===== config.mk =====
export PLATFORM = sky130hd
export DESIGN_NAME = crs_regs
export DESIGN_NICKNAME = d
export VERILOG_FILES = /design/src/rtl/crs_pkg.sv /design/src/rtl/crs_alu_if.sv /design/src/rtl/crs_alu.sv /design/src/rtl/crs_regs.sv
export SDC_FILE = /design/constraint.sdc
export NUM_CORES = 1
export LEC_CHECK = 0
export ABC_AREA = 1
export BUFFER_PORTS_ARGS = -buffer_cell sky130_fd_sc_hd__buf_2
export CORE_AREA = 2 2 203 205
export DETAILED_ROUTE_END_ITERATION = 10
export DIE_AREA = 0 0 205 207
export HOLD_SLACK_MARGIN = 0.06
export SLEW_MARGIN = 20
export SYNTH_ARGS = -nofsm -noshare
export SYNTH_HDL_FRONTEND = slang
export SYNTH_SLANG_ARGS = --single-unit

===== constraint.sdc =====
create_clock -name clk -period 5.6 [get_ports clk]
set_clock_uncertainty 0.05 [all_clocks]
set_input_delay 1.12 -clock clk [delete_from_list [all_inputs] [get_ports clk]]
set_output_delay 1.12 -clock clk [all_outputs]
set_load 0.005 [all_outputs]

===== src/rtl/crs_pkg.sv =====
// Shared constants and types for the CPU register set
`default_nettype none

package crs_pkg;

	//----------------------------------------
	// Condition flag layout
	//----------------------------------------
	localparam int          FLAG_C       = 0;
	localparam int          FLAG_Z       = 1;
	localparam int          FLAG_N       = 2;
	localparam int          FLAG_I       = 3;
	localparam int          FLAG_H       = 4;
	localparam int          FLAG_V       = 7;
	localparam logic [7:0]  FLAGS_FIXED  = 8'h60;
	localparam logic [7:0]  FLAGS_RESET  = 8'h68;

	//----------------------------------------
	// Reset values and vector addresses
	//----------------------------------------
	localparam logic [7:0]  IDX_HI_RESET     = 8'h00;
	localparam logic [15:0] STACK_RESET      = 16'h00FF;
	localparam logic [7:0]  STACK_LOW_REINIT = 8'hFF;
	localparam logic [15:0] PC_RESET         = 16'h0000;
	localparam logic [15:0] VEC_HI_ADDR      = 16'hFFFE;
	localparam logic [15:0] VEC_LO_ADDR      = 16'hFFFF;

	//----------------------------------------
	// APB observation port map
	//----------------------------------------
	localparam int          APB_AW         = 8;
	localparam logic [7:0]  REG_ACC        = 8'h00;
	localparam logic [7:0]  REG_INDEX      = 8'h04;
	localparam logic [7:0]  REG_STACK      = 8'h08;
	localparam logic [7:0]  REG_PC         = 8'h0C;
	localparam logic [7:0]  REG_FLAGS      = 8'h10;
	localparam logic [7:0]  REG_CTRL       = 8'h14;
	localparam logic [7:0]  REG_STATUS     = 8'h18;
	localparam int          CTRL_HOLD      = 0;
	localparam int          STATUS_RUN     = 0;
	localparam int          STATUS_INHIBIT = 1;

	//----------------------------------------
	// Operations and sequencer states
	//----------------------------------------
	typedef enum logic [4:0] {
		OP_NOP  = 5'h00, OP_LDA  = 5'h01, OP_STA  = 5'h02, OP_LDX  = 5'h03,
		OP_STX  = 5'h04, OP_ADD  = 5'h05, OP_ADC  = 5'h06, OP_SUB  = 5'h07,
		OP_SBC  = 5'h08, OP_AND  = 5'h09, OP_ORA  = 5'h0A, OP_EOR  = 5'h0B,
		OP_BCD  = 5'h0C, OP_CLRX = 5'h0D, OP_INCX = 5'h0E, OP_DECX = 5'h0F,
		OP_COMX = 5'h10, OP_NEGX = 5'h11, OP_LSLX = 5'h12, OP_LSRX = 5'h13,
		OP_ROLX = 5'h14, OP_RORX = 5'h15, OP_TAX  = 5'h16, OP_TXA  = 5'h17,
		OP_LDHX = 5'h18, OP_SAD  = 5'h19, OP_SLR  = 5'h1A, OP_ICL  = 5'h1B,
		OP_SEI  = 5'h1C, OP_TAP  = 5'h1D, OP_TPA  = 5'h1E, OP_BITC = 5'h1F
	} crs_op_type;

	typedef enum logic [1:0] {
		ST_VEC_HI = 2'b00,
		ST_VEC_LO = 2'b01,
		ST_RUN    = 2'b10
	} crs_state_type;

endpackage

`default_nettype wire


===== src/rtl/crs_alu_if.sv =====
// Operand and result bundle between the register set and its 8-bit ALU
`default_nettype none

interface crs_alu_if;
	import crs_pkg::*;

	crs_op_type op;
	logic [7:0] accIn;
	logic [7:0] idxIn;
	logic [7:0] memIn;
	logic [7:0] flagsIn;
	logic [7:0] res;
	logic [7:0] flagsRes;
	logic       toAcc;
	logic       toIdx;

	modport core (output op, accIn, idxIn, memIn, flagsIn, input res, flagsRes, toAcc, toIdx);
	modport alu  (input op, accIn, idxIn, memIn, flagsIn, output res, flagsRes, toAcc, toIdx);
endinterface

`default_nettype wire


===== src/rtl/crs_alu.sv =====
// Combinational 8-bit ALU with condition flag generation
`default_nettype none

module crs_alu (
	// Operands and results
	crs_alu_if.alu bus
);
	import crs_pkg::*;

	logic [8:0] wide;
	logic [4:0] half;
	logic       cin;
	logic       hiAdj;
	logic       loAdj;
	logic       nzUpd;
	logic [7:0] a;
	logic [7:0] x;
	logic [7:0] m;
	logic [7:0] f;

	assign a = bus.accIn;
	assign x = bus.idxIn;
	assign m = bus.memIn;

	always_comb begin
		wide      = 9'h000;
		half      = 5'h00;
		cin       = 1'b0;
		hiAdj     = 1'b0;
		loAdj     = 1'b0;
		nzUpd     = 1'b1;
		f         = bus.flagsIn;
		bus.res   = a;
		bus.toAcc = 1'b0;
		bus.toIdx = 1'b0;
		case (bus.op)
			OP_LDA, OP_STA, OP_AND, OP_ORA, OP_EOR: begin
				bus.toAcc = (bus.op != OP_STA);
				if (bus.op == OP_LDA) bus.res = m;
				else if (bus.op == OP_AND) bus.res = a & m;
				else if (bus.op == OP_ORA) bus.res = a | m;
				else if (bus.op == OP_EOR) bus.res = a ^ m;
				f[FLAG_V] = 1'b0;
			end
			OP_LDX, OP_STX: begin
				bus.toIdx = (bus.op == OP_LDX);
				bus.res   = (bus.op == OP_LDX) ? m : x;
				f[FLAG_V] = 1'b0;
			end
			OP_ADD, OP_ADC: begin
				bus.toAcc = 1'b1;
				cin       = (bus.op == OP_ADC) & bus.flagsIn[FLAG_C];
				wide      = {1'b0, a} + {1'b0, m} + {8'h00, cin};
				half      = {1'b0, a[3:0]} + {1'b0, m[3:0]} + {4'h0, cin};
				bus.res   = wide[7:0];
				f[FLAG_H] = half[4];
				f[FLAG_C] = wide[8];
				f[FLAG_V] = (a[7] == m[7]) & (wide[7] != a[7]);
			end
			OP_SUB, OP_SBC: begin
				bus.toAcc = 1'b1;
				cin       = (bus.op == OP_SBC) & bus.flagsIn[FLAG_C];
				wide      = {1'b0, a} - {1'b0, m} - {8'h00, cin};
				bus.res   = wide[7:0];
				f[FLAG_C] = wide[8];
				f[FLAG_V] = (a[7] != m[7]) & (wide[7] != a[7]);
			end
			OP_BCD: begin
				bus.toAcc = 1'b1;
				loAdj     = bus.flagsIn[FLAG_H] | (a[3:0] > 4'h9);
				hiAdj     = bus.flagsIn[FLAG_C] | (a > 8'h99);
				bus.res   = a + {(hiAdj ? 4'h6 : 4'h0), (loAdj ? 4'h6 : 4'h0)};
				f[FLAG_C] = hiAdj;
			end
			OP_CLRX, OP_INCX, OP_DECX, OP_COMX, OP_NEGX: begin
				bus.toIdx = 1'b1;
				f[FLAG_V] = 1'b0;
				if (bus.op == OP_CLRX) begin
					bus.res = 8'h00;
				end else if (bus.op == OP_INCX) begin
					bus.res   = x + 8'h01;
					f[FLAG_V] = (x == 8'h7F);
				end else if (bus.op == OP_DECX) begin
					bus.res   = x - 8'h01;
					f[FLAG_V] = (x == 8'h80);
				end else if (bus.op == OP_COMX) begin
					bus.res   = ~x;
					f[FLAG_C] = 1'b1;
				end else begin
					bus.res   = 8'h00 - x;
					f[FLAG_V] = (x == 8'h80);
					f[FLAG_C] = (x != 8'h00);
				end
			end
			OP_LSLX, OP_LSRX, OP_ROLX, OP_RORX: begin
				bus.toIdx = 1'b1;
				if (bus.op == OP_LSLX) bus.res = {x[6:0], 1'b0};
				else if (bus.op == OP_LSRX) bus.res = {1'b0, x[7:1]};
				else if (bus.op == OP_ROLX) bus.res = {x[6:0], bus.flagsIn[FLAG_C]};
				else bus.res = {bus.flagsIn[FLAG_C], x[7:1]};
				f[FLAG_C] = (bus.op == OP_LSLX || bus.op == OP_ROLX) ? x[7] : x[0];
				f[FLAG_V] = bus.res[7] ^ f[FLAG_C];
			end
			default: begin
				nzUpd = 1'b0;
			end
		endcase
		if (nzUpd) begin
			f[FLAG_N] = bus.res[7];
			f[FLAG_Z] = (bus.res == 8'h00);
		end
		bus.flagsRes = f | FLAGS_FIXED;
	end

endmodule

`default_nettype wire


===== src/rtl/crs_regs.sv =====
// CPU register set: accumulator, index pair, stack pointer, program counter and condition flags
//----------------------------------------------------------------
// What this block does
// - 8-bit accumulator, ALU operand, reset keeps it
// - Index pair: upper and lower byte, 16-bit use
// - Reset clears index upper byte, keeps lower
// - Lower index byte: full 8-bit data operations
// - Stack pointer marks next free stack slot
// - Stack adjust adds sign-extended byte
// - Reset loads stack pointer with 0x00FF
// - Stack reinit touches only low byte
// - Program counter increments on every fetch
// - Change of flow loads a target instead
// - Reset loads program counter from vector
// - Flag bits 6 and 5 always one
// - Bit 7 flags two's complement overflow
// - Bit 4 records carry from bit 3
// - Decimal adjust corrects with half-carry, carry
// - Bit 3 masks maskable interrupts when one
// - Mask set after stacking, before handler; irqTake here leaves bit 3 unchanged
// - No interrupt right after mask clear
// - Bit 2 copies result's top bit
// - Bit 1 set on all-zero result
// - Bit 0 carry or borrow, shifts, bit tests
// - Registers absent from the memory map
//----------------------------------------------------------------
`default_nettype none

module crs_regs (
	// Clock, reset and enable
	input  wire logic                   clk,
	input  wire logic                   sys_rst,
	input  wire logic                   clkEn,
	// APB observation and control port
	input  wire logic                   psel,
	input  wire logic                   penable,
	input  wire logic                   pwrite,
	input  wire logic [crs_pkg::APB_AW-1:0] paddr,
	input  wire logic [31:0]            pwdata,
	output logic      [31:0]            prdata,
	output logic                        pready,
	output logic                        pslverr,
	// Operation request from the sequencer
	input  wire logic                   opValid,
	input  wire crs_pkg::crs_op_type    opCode,
	input  wire logic [15:0]            opData,
	input  wire logic                   opBit,
	output logic                        opReady,
	// Program flow and stack movement
	input  wire logic                   fetchStrobe,
	input  wire logic                   pcLoad,
	input  wire logic                   pcRel,
	input  wire logic [15:0]            pcTarget,
	input  wire logic                   spPush,
	input  wire logic                   spPull,
	// Reset vector read
	output logic                        vecReq,
	output logic      [15:0]            vecAddr,
	input  wire logic                   vecAck,
	input  wire logic [7:0]             vecData,
	// Interrupt acceptance
	input  wire logic                   irqPending,
	input  wire logic                   boundary,
	output logic                        irqTake,
	// Register views
	output logic      [7:0]             accOut,
	output logic      [15:0]            indexOut,
	output logic      [15:0]            stackOut,
	output logic      [15:0]            pcOut,
	output logic      [7:0]             flagsOut,
	output logic                        running
);
	import crs_pkg::*;

	//----------------------------------------
	// State
	//----------------------------------------
	crs_state_type state_r;
	crs_state_type state_nxt;
	logic [7:0]    acc_r;
	logic [7:0]    idxLo_r;
	logic [7:0]    idxHi_r;
	logic [15:0]   sp_r;
	logic [15:0]   pc_r;
	logic [7:0]    flags_r;
	logic          inhibit_r;
	logic          hold_r;
	logic [31:0]   prdata_r;

	logic          opGo;
	logic          clrMask;
	logic          apbWrite;
	logic          apbSetup;
	logic          addrHit;
	logic [7:0]    flagsView;
	logic [15:0]   relTarget;
	logic [15:0]   spMoved;
	logic          nz16Zero;

	crs_alu_if     aluBus ();

	crs_alu u_alu (
		.bus (aluBus)
	);

	//----------------------------------------
	// Operation acceptance
	//----------------------------------------
	assign opReady   = (state_r == ST_RUN) & ~hold_r;
	assign opGo      = clkEn & opValid & opReady;
	assign clrMask   = opGo & (opCode == OP_ICL || opCode == OP_TAP);
	assign flagsView = flags_r | FLAGS_FIXED;
	assign running   = (state_r == ST_RUN);

	assign aluBus.op      = opCode;
	assign aluBus.accIn   = acc_r;
	assign aluBus.idxIn   = idxLo_r;
	assign aluBus.memIn   = opData[7:0];
	assign aluBus.flagsIn = flagsView;

	//----------------------------------------
	// Reset vector sequencer
	//----------------------------------------
	always_comb begin
		state_nxt = state_r;
		case (state_r)
			ST_VEC_HI: begin
				if (vecAck) state_nxt = ST_VEC_LO;
			end
			ST_VEC_LO: begin
				if (vecAck) state_nxt = ST_RUN;
			end
			ST_RUN: begin
				state_nxt = ST_RUN;
			end
			default: begin
				state_nxt = ST_VEC_HI;
			end
		endcase
	end

	always_ff @(posedge clk or posedge sys_rst) begin
		if (sys_rst) begin
			state_r <= ST_VEC_HI;
		end else if (clkEn) begin
			state_r <= state_nxt;
		end
	end

	assign vecReq  = (state_r != ST_RUN);
	assign vecAddr = (state_r == ST_VEC_LO) ? VEC_LO_ADDR : VEC_HI_ADDR;

	//----------------------------------------
	// Accumulator
	//----------------------------------------
	// No reset: contents survive a system reset
	always_ff @(posedge clk) begin
		if (opGo) begin
			if (aluBus.toAcc) begin
				acc_r <= aluBus.res;
			end else if (opCode == OP_TXA) begin
				acc_r <= idxLo_r;
			end else if (opCode == OP_TPA) begin
				acc_r <= flagsView;
			end
		end
	end

	//----------------------------------------
	// Index pair
	//----------------------------------------
	// Lower byte has no reset either
	always_ff @(posedge clk) begin
		if (opGo) begin
			if (aluBus.toIdx) begin
				idxLo_r <= aluBus.res;
			end else if (opCode == OP_TAX) begin
				idxLo_r <= acc_r;
			end else if (opCode == OP_LDHX) begin
				idxLo_r <= opData[7:0];
			end
		end
	end

	always_ff @(posedge clk or posedge sys_rst) begin
		if (sys_rst) begin
			idxHi_r <= IDX_HI_RESET;
		end else if (opGo && opCode == OP_LDHX) begin
			idxHi_r <= opData[15:8];
		end
	end

	assign nz16Zero = (opData == 16'h0000);

	//----------------------------------------
	// Stack pointer
	//----------------------------------------
	always_comb begin
		spMoved = sp_r;
		if (spPush && !spPull) begin
			spMoved = sp_r - 16'h0001;
		end else if (spPull && !spPush) begin
			spMoved = sp_r + 16'h0001;
		end
	end

	always_ff @(posedge clk or posedge sys_rst) begin
		if (sys_rst) begin
			sp_r <= STACK_RESET;
		end else if (clkEn && state_r == ST_RUN) begin
			if (opGo && opCode == OP_SAD) begin
				sp_r <= sp_r + {{8{opData[7]}}, opData[7:0]};
			end else if (opGo && opCode == OP_SLR) begin
				sp_r[7:0] <= STACK_LOW_REINIT;
			end else begin
				sp_r <= spMoved;
			end
		end
	end

	//----------------------------------------
	// Program counter
	//----------------------------------------
	assign relTarget = pc_r + {{8{pcTarget[7]}}, pcTarget[7:0]};

	always_ff @(posedge clk or posedge sys_rst) begin
		if (sys_rst) begin
			pc_r <= PC_RESET;
		end else if (clkEn) begin
			case (state_r)
				ST_VEC_HI: begin
					if (vecAck) pc_r[15:8] <= vecData;
				end
				ST_VEC_LO: begin
					if (vecAck) pc_r[7:0] <= vecData;
				end
				ST_RUN: begin
					if (pcLoad) begin
						pc_r <= pcTarget;
					end else if (pcRel) begin
						pc_r <= relTarget;
					end else if (fetchStrobe) begin
						pc_r <= pc_r + 16'h0001;
					end
				end
				default: begin
					pc_r <= pc_r;
				end
			endcase
		end
	end

	//----------------------------------------
	// Condition flags
	//----------------------------------------
	always_ff @(posedge clk or posedge sys_rst) begin
		if (sys_rst) begin
			flags_r <= FLAGS_RESET;
		end else if (opGo) begin
			case (opCode)
				OP_LDHX: begin
					flags_r[FLAG_V] <= 1'b0;
					flags_r[FLAG_N] <= opData[15];
					flags_r[FLAG_Z] <= nz16Zero;
				end
				OP_ICL: begin
					flags_r[FLAG_I] <= 1'b0;
				end
				OP_SEI: begin
					flags_r[FLAG_I] <= 1'b1;
				end
				OP_TAP: begin
					flags_r <= acc_r | FLAGS_FIXED;
				end
				OP_BITC: begin
					flags_r[FLAG_C] <= opBit;
				end
				default: begin
					flags_r <= aluBus.flagsRes;
				end
			endcase
		end
	end

	//----------------------------------------
	// Interrupt recognition
	//----------------------------------------
	// The boundary closing a mask-clear is consumed without an interrupt
	always_ff @(posedge clk or posedge sys_rst) begin
		if (sys_rst) begin
			inhibit_r <= 1'b0;
		end else if (clkEn) begin
			if (boundary) begin
				inhibit_r <= 1'b0;
			end else if (clrMask) begin
				inhibit_r <= 1'b1;
			end
		end
	end

	assign irqTake = clkEn & running & boundary & irqPending
		& ~flags_r[FLAG_I] & ~inhibit_r & ~clrMask;

	//----------------------------------------
	// APB port
	//----------------------------------------
	// Separate debug port; the CPU's own memory map never sees these
	assign apbSetup = psel & ~penable;
	assign apbWrite = clkEn & psel & penable & pwrite;
	assign addrHit  = (paddr == REG_ACC) || (paddr == REG_INDEX) || (paddr == REG_STACK)
		|| (paddr == REG_PC) || (paddr == REG_FLAGS) || (paddr == REG_CTRL)
		|| (paddr == REG_STATUS);
	assign pready   = psel & penable & clkEn;
	assign pslverr  = psel & penable & clkEn & ~addrHit;
	assign prdata   = prdata_r;

	always_ff @(posedge clk or posedge sys_rst) begin
		if (sys_rst) begin
			hold_r <= 1'b0;
		end else if (apbWrite && paddr == REG_CTRL) begin
			hold_r <= pwdata[CTRL_HOLD];
		end
	end

	always_ff @(posedge clk or posedge sys_rst) begin
		if (sys_rst) begin
			prdata_r <= 32'h0000_0000;
		end else if (clkEn && apbSetup) begin
			case (paddr)
				REG_ACC:    prdata_r <= {24'h00_0000, acc_r};
				REG_INDEX:  prdata_r <= {16'h0000, idxHi_r, idxLo_r};
				REG_STACK:  prdata_r <= {16'h0000, sp_r};
				REG_PC:     prdata_r <= {16'h0000, pc_r};
				REG_FLAGS:  prdata_r <= {24'h00_0000, flagsView};
				REG_CTRL:   prdata_r <= {31'h0000_0000, hold_r};
				REG_STATUS: prdata_r <= {30'h0000_0000, inhibit_r, running};
				default:    prdata_r <= 32'h0000_0000;
			endcase
		end
	end

	//----------------------------------------
	// Register views
	//----------------------------------------
	assign accOut   = acc_r;
	assign indexOut = {idxHi_r, idxLo_r};
	assign stackOut = sp_r;
	assign pcOut    = pc_r;
	assign flagsOut = flagsView;

endmodule

`default_nettype wire


==> metrics.md <==
| Metric | Value |
|---|---|
| Status | `finished clean` |
| Die width | `205 µm` |
| Clk sink count | `82` |
| Reg-to-Reg Start | `accOut[3]` |
| Maximum clock path buffer count | `2` |
| Synth top area share | `14.27%` |
| FMAX | `approximately 220 MHz` |
| RD Place Congestion | `roughly 1` |
| Vias in the first global route | `roughly 10k` |
| Post-synth top flop | `dfrtp_1` |
| Pre-Repair DR Iteration Count | `6` |
| Post-Synth XOR/XNOR Area | `between 2 and 2.5%` |
| Yosys cell types | `59` |
| Largest family of logic cells by synthesized area | `simple AND/OR/NAND/NOR gates` |
| Drt total wl | `40,300 µm` |
| Max Cap Viol | `0` |
| M1 WL | `about 17,000 µm` |
| Worst Slack Setup Final | `~1.1 ns` |
| Peak VDD IR | `between 150 and 200 µV` |
| H-tree levels | `3` |
| Slew margin rel. | `between 30% and 40%` |
| Largest net degree at the start of global routing | `67` |
| Core area | `approximately 0.04 mm²` |
| Synth Area in Adders | `around an eighth` |
| Minimum clock period after layout | `4.521 ns` |
| Startpoint Class | `input port` |
| Row cnt | `between 70 and 80` |
| Initial Utilization | `between 20% and 30%` |
| Remaining DRCs | `0` |
| Hold Path Class | `flip-flop to flip-flop` |
| Share of cells above drive strength 1 | `between 10% and 20%` |
| Hold buffers post-CTS | `0` |
| Tcrit/Tclk final | `slightly above 80%` |
| Yosys warning count | `0` |
| # Post-CTS Setup Buffers | `0` |
| Met3 WL | `around 3800 µm` |
| Critical path class | `input port to flip-flop` |
| Async set-or-reset flop fraction in the synthesized netlist | `80.49%` |
| Unrepaired setup endpoints after global routing | `false` |
| Post-synthesis simple-gate area fraction | `32.39%` |
| CTS root buf | `clkbuf_16` |
| Seq cells post-synth | `around 80` |
| Slew Viols, Final | `0` |
| Crit Path Max Fanout | `7` |
| Post-synthesis compound-gate area fraction | `approximately a fifth` |
| Pwr per Cell Area | `roughly 330 mW/mm²` |
| Total grt overflow | `0` |
| Mapped Cells | `1,556` |
| Synth area leaders | `dfrtp_1 (14%), nand2_1 (14%), ha_1 (11%), inv_1 (7.0%), nor2_1 (6.6%)` |
| Die Footprint | `roughly 0.042 mm²` |
| Vias/cell | `approximately 5.0` |
| Finish-stage setup viols | `0` |
| GRT Total Usage | `between 10% and 20%` |
| Final Util | `approximately 28%` |
| Worst Setup End Kind | `flip-flop` |
| Post-synth EDFFs | `16` |
| Vias | `between 10k and 15k` |
| Most frequent cells in the layout | `nand2_1 (365), inv_1 (186), nor2_1 (176), buf_2 (154), o21ai_0 (127)` |
| Die H | `207 µm` |
| Area leader, netlist | `dfrtp_1` |
| CTS tree | `built` |
| Seq/Total Area, Yosys | `roughly 21%` |
| Syn-to-layout area delta | `14.90%` |
| Antenna violations before repair | `0` |
| Worst-path clk slew | `0.07 ns` |
| WL per Instance | `18.08 µm` |
| DR top layer | `met4` |
| Commonest non-fill, non-tap cell in the layout | `nand2_1` |
| Setup_tns | `0 ns` |
| Cts bufs inserted | `9` |
| Post-Syn Area per Cell | `roughly 6.4 µm²` |
| Worst setup path start | `opCode[1]` |
| Pleak | `~0.006 µW` |
| First-pass GRT wire length | `about 60,000 µm` |
| Hold Vio Cnt, Final | `0` |
| Starting DRT DRC Count | `roughly 880` |
| Routed Antenna Nets | `0` |
| Met2 WL post-DR | `18,130 µm` |
| Fin nets | `1,885` |
| Worst EP arrival | `about 4.8 ns` |
| Ports | `roughly 220` |
| Netlist Area Pre-Place | `approximately 0.01 mm²` |
| # diodes | `0` |
| WP data required | `a little under 6 ns` |
| Port Buffers | `154` |
| Hold path start | `prdata[0]` |
| Mux cell area share after synthesis | `less than 1%` |
| Worst slew pin tran | `between 0.9 and 1 ns` |
| Dpl ws | `about 0.74 ns` |
| Clk_lat worst skew | `between 0.3 and 0.4 ns` |
| Post-CTS sizing | `0` |
| Detail Placement HPWL | `around 33,000 µm` |
flip-flops by register name (all words and copies together) (netlist names):
| signal | cells |
|---|---|
| pcOut | 16 |
| stackOut | 16 |
| accOut | 8 |
| aluBus.idxIn | 8 |
| flags_r | 6 |
| prdata | 16 |
| hold_r | 1 |
| inhibit_r | 1 |
| state_r | 2 |
| idxHi_r | 8 |
critical path, stage by stage:
cell and delay (ns):
buf_2 0.15, nor2_2 0.33, nand3_1 0.15, inv_1 0.10, nand2_1 0.07, fa_1 0.53, inv_1 0.05, ha_1 0.18
nor2_1 0.10, inv_1 0.06, fa_1 0.41, nor2_1 0.18, o21bai_1 0.10, or2_2 0.28, nand3_1 0.07, nand3_1 0.08
nor2_1 0.15, nand2_1 0.09, o21ai_2 0.20, nand2_1 0.07, nor2_1 0.11, nand2_1 0.08, a21oi_2 0.11
routing by layer:
layer | vias to the layer above | global-route usage (%)
met5 | - | 0
met4 | 0 | 4.962
li1 | 5394 | -
met1 | 5215 | 24.81
met2 | 446 | 29.39
met3 | 53 | 4.405
synthesized netlist by cell type, types with 7 or more instances:
| cell type | number |
|---|---|
| nor3_1 | 21 |
| o21ai_0 | 127 |
| inv_1 | 187 |
| nand2_1 | 365 |
| clkbuf_1 | 20 |
| nand3_2 | 8 |
| buf_2 | 9 |
| nor2_1 | 176 |
| xor2_1 | 15 |
| nand4_1 | 15 |
| a21oi_1 | 108 |
| a31oi_1 | 14 |
| xnor2_1 | 9 |
| o22ai_1 | 15 |
| fa_1 | 8 |
| dfstp_2 | 9 |
| a22oi_1 | 8 |
| dfrtp_1 | 57 |
| inv_2 | 11 |
| a221oi_1 | 9 |
| edfxtp_1 | 16 |
| o21bai_1 | 7 |
| ha_1 | 84 |
| buf_4 | 36 |
| or2_2 | 13 |
| nand2_2 | 7 |
| o211ai_1 | 13 |
| clkinv_1 | 9 |
| nand3_1 | 105 |
metrics by stage:
stage	cells	hold slack [ns]	area, µm²	total power (µW)
after global placement	2213	0.4145	11190	3175
after detailed placement	2213	0.4272	11190	3200
after CTS	2229	0.4426	11490	3830
after global routing	2229	0.4877	11490	4161
after floorplan	1587	0.4263	10110	2448
final	2229	0.4491	11490	3822
area by class of cell:
type                            count  area, µm²
Sequential cell                    82       2143
Inverter                          208      783.3
Clock inverter                      7      72.57
Multi-Input combinational cell   1230       6775
Timing Repair Buffer              161      823.3
Clock buffer                        9      225.2
Fill cell                        4640      28880
Tap cell                          532      665.6
cell families after synthesis:
kind of cell             after synthesis
multiplexers                           6
AO/OA/AOI/OAI                        337
flip-flops                            82
XOR/XNOR                              24
buffers and inverters                275
adder cells (fa/ha/maj)               92
other                                  2
AND/OR/NAND/NOR                      738
where the power goes:
group          internal [µW]  leakage, µW  total [µW]  switching (µW)
sequential               797     0.000954        1060             263
combinational            801      0.00480        2150            1340
clock                    315     0.000143         616             301
total                   1910      0.00590        3820            1910
final timing paths:
path / endpoint / cells past startpoint / slack, ns
worst max register to register: aluBus.idxIn[5] / 17 / 1.65
worst min-delay path: prdata[0] / 2 / 0.45
min in group asynchronous: idxHi_r[3] / 3 / 0.98
worst max-delay path: flags_r[1] / 23 / 1.08
max in group asynchronous: stackOut[8] / 3 / 3.90
worst min register to register: prdata[0] / 2 / 0.45
Note: power is estimated with default switching activity, not from simulation.
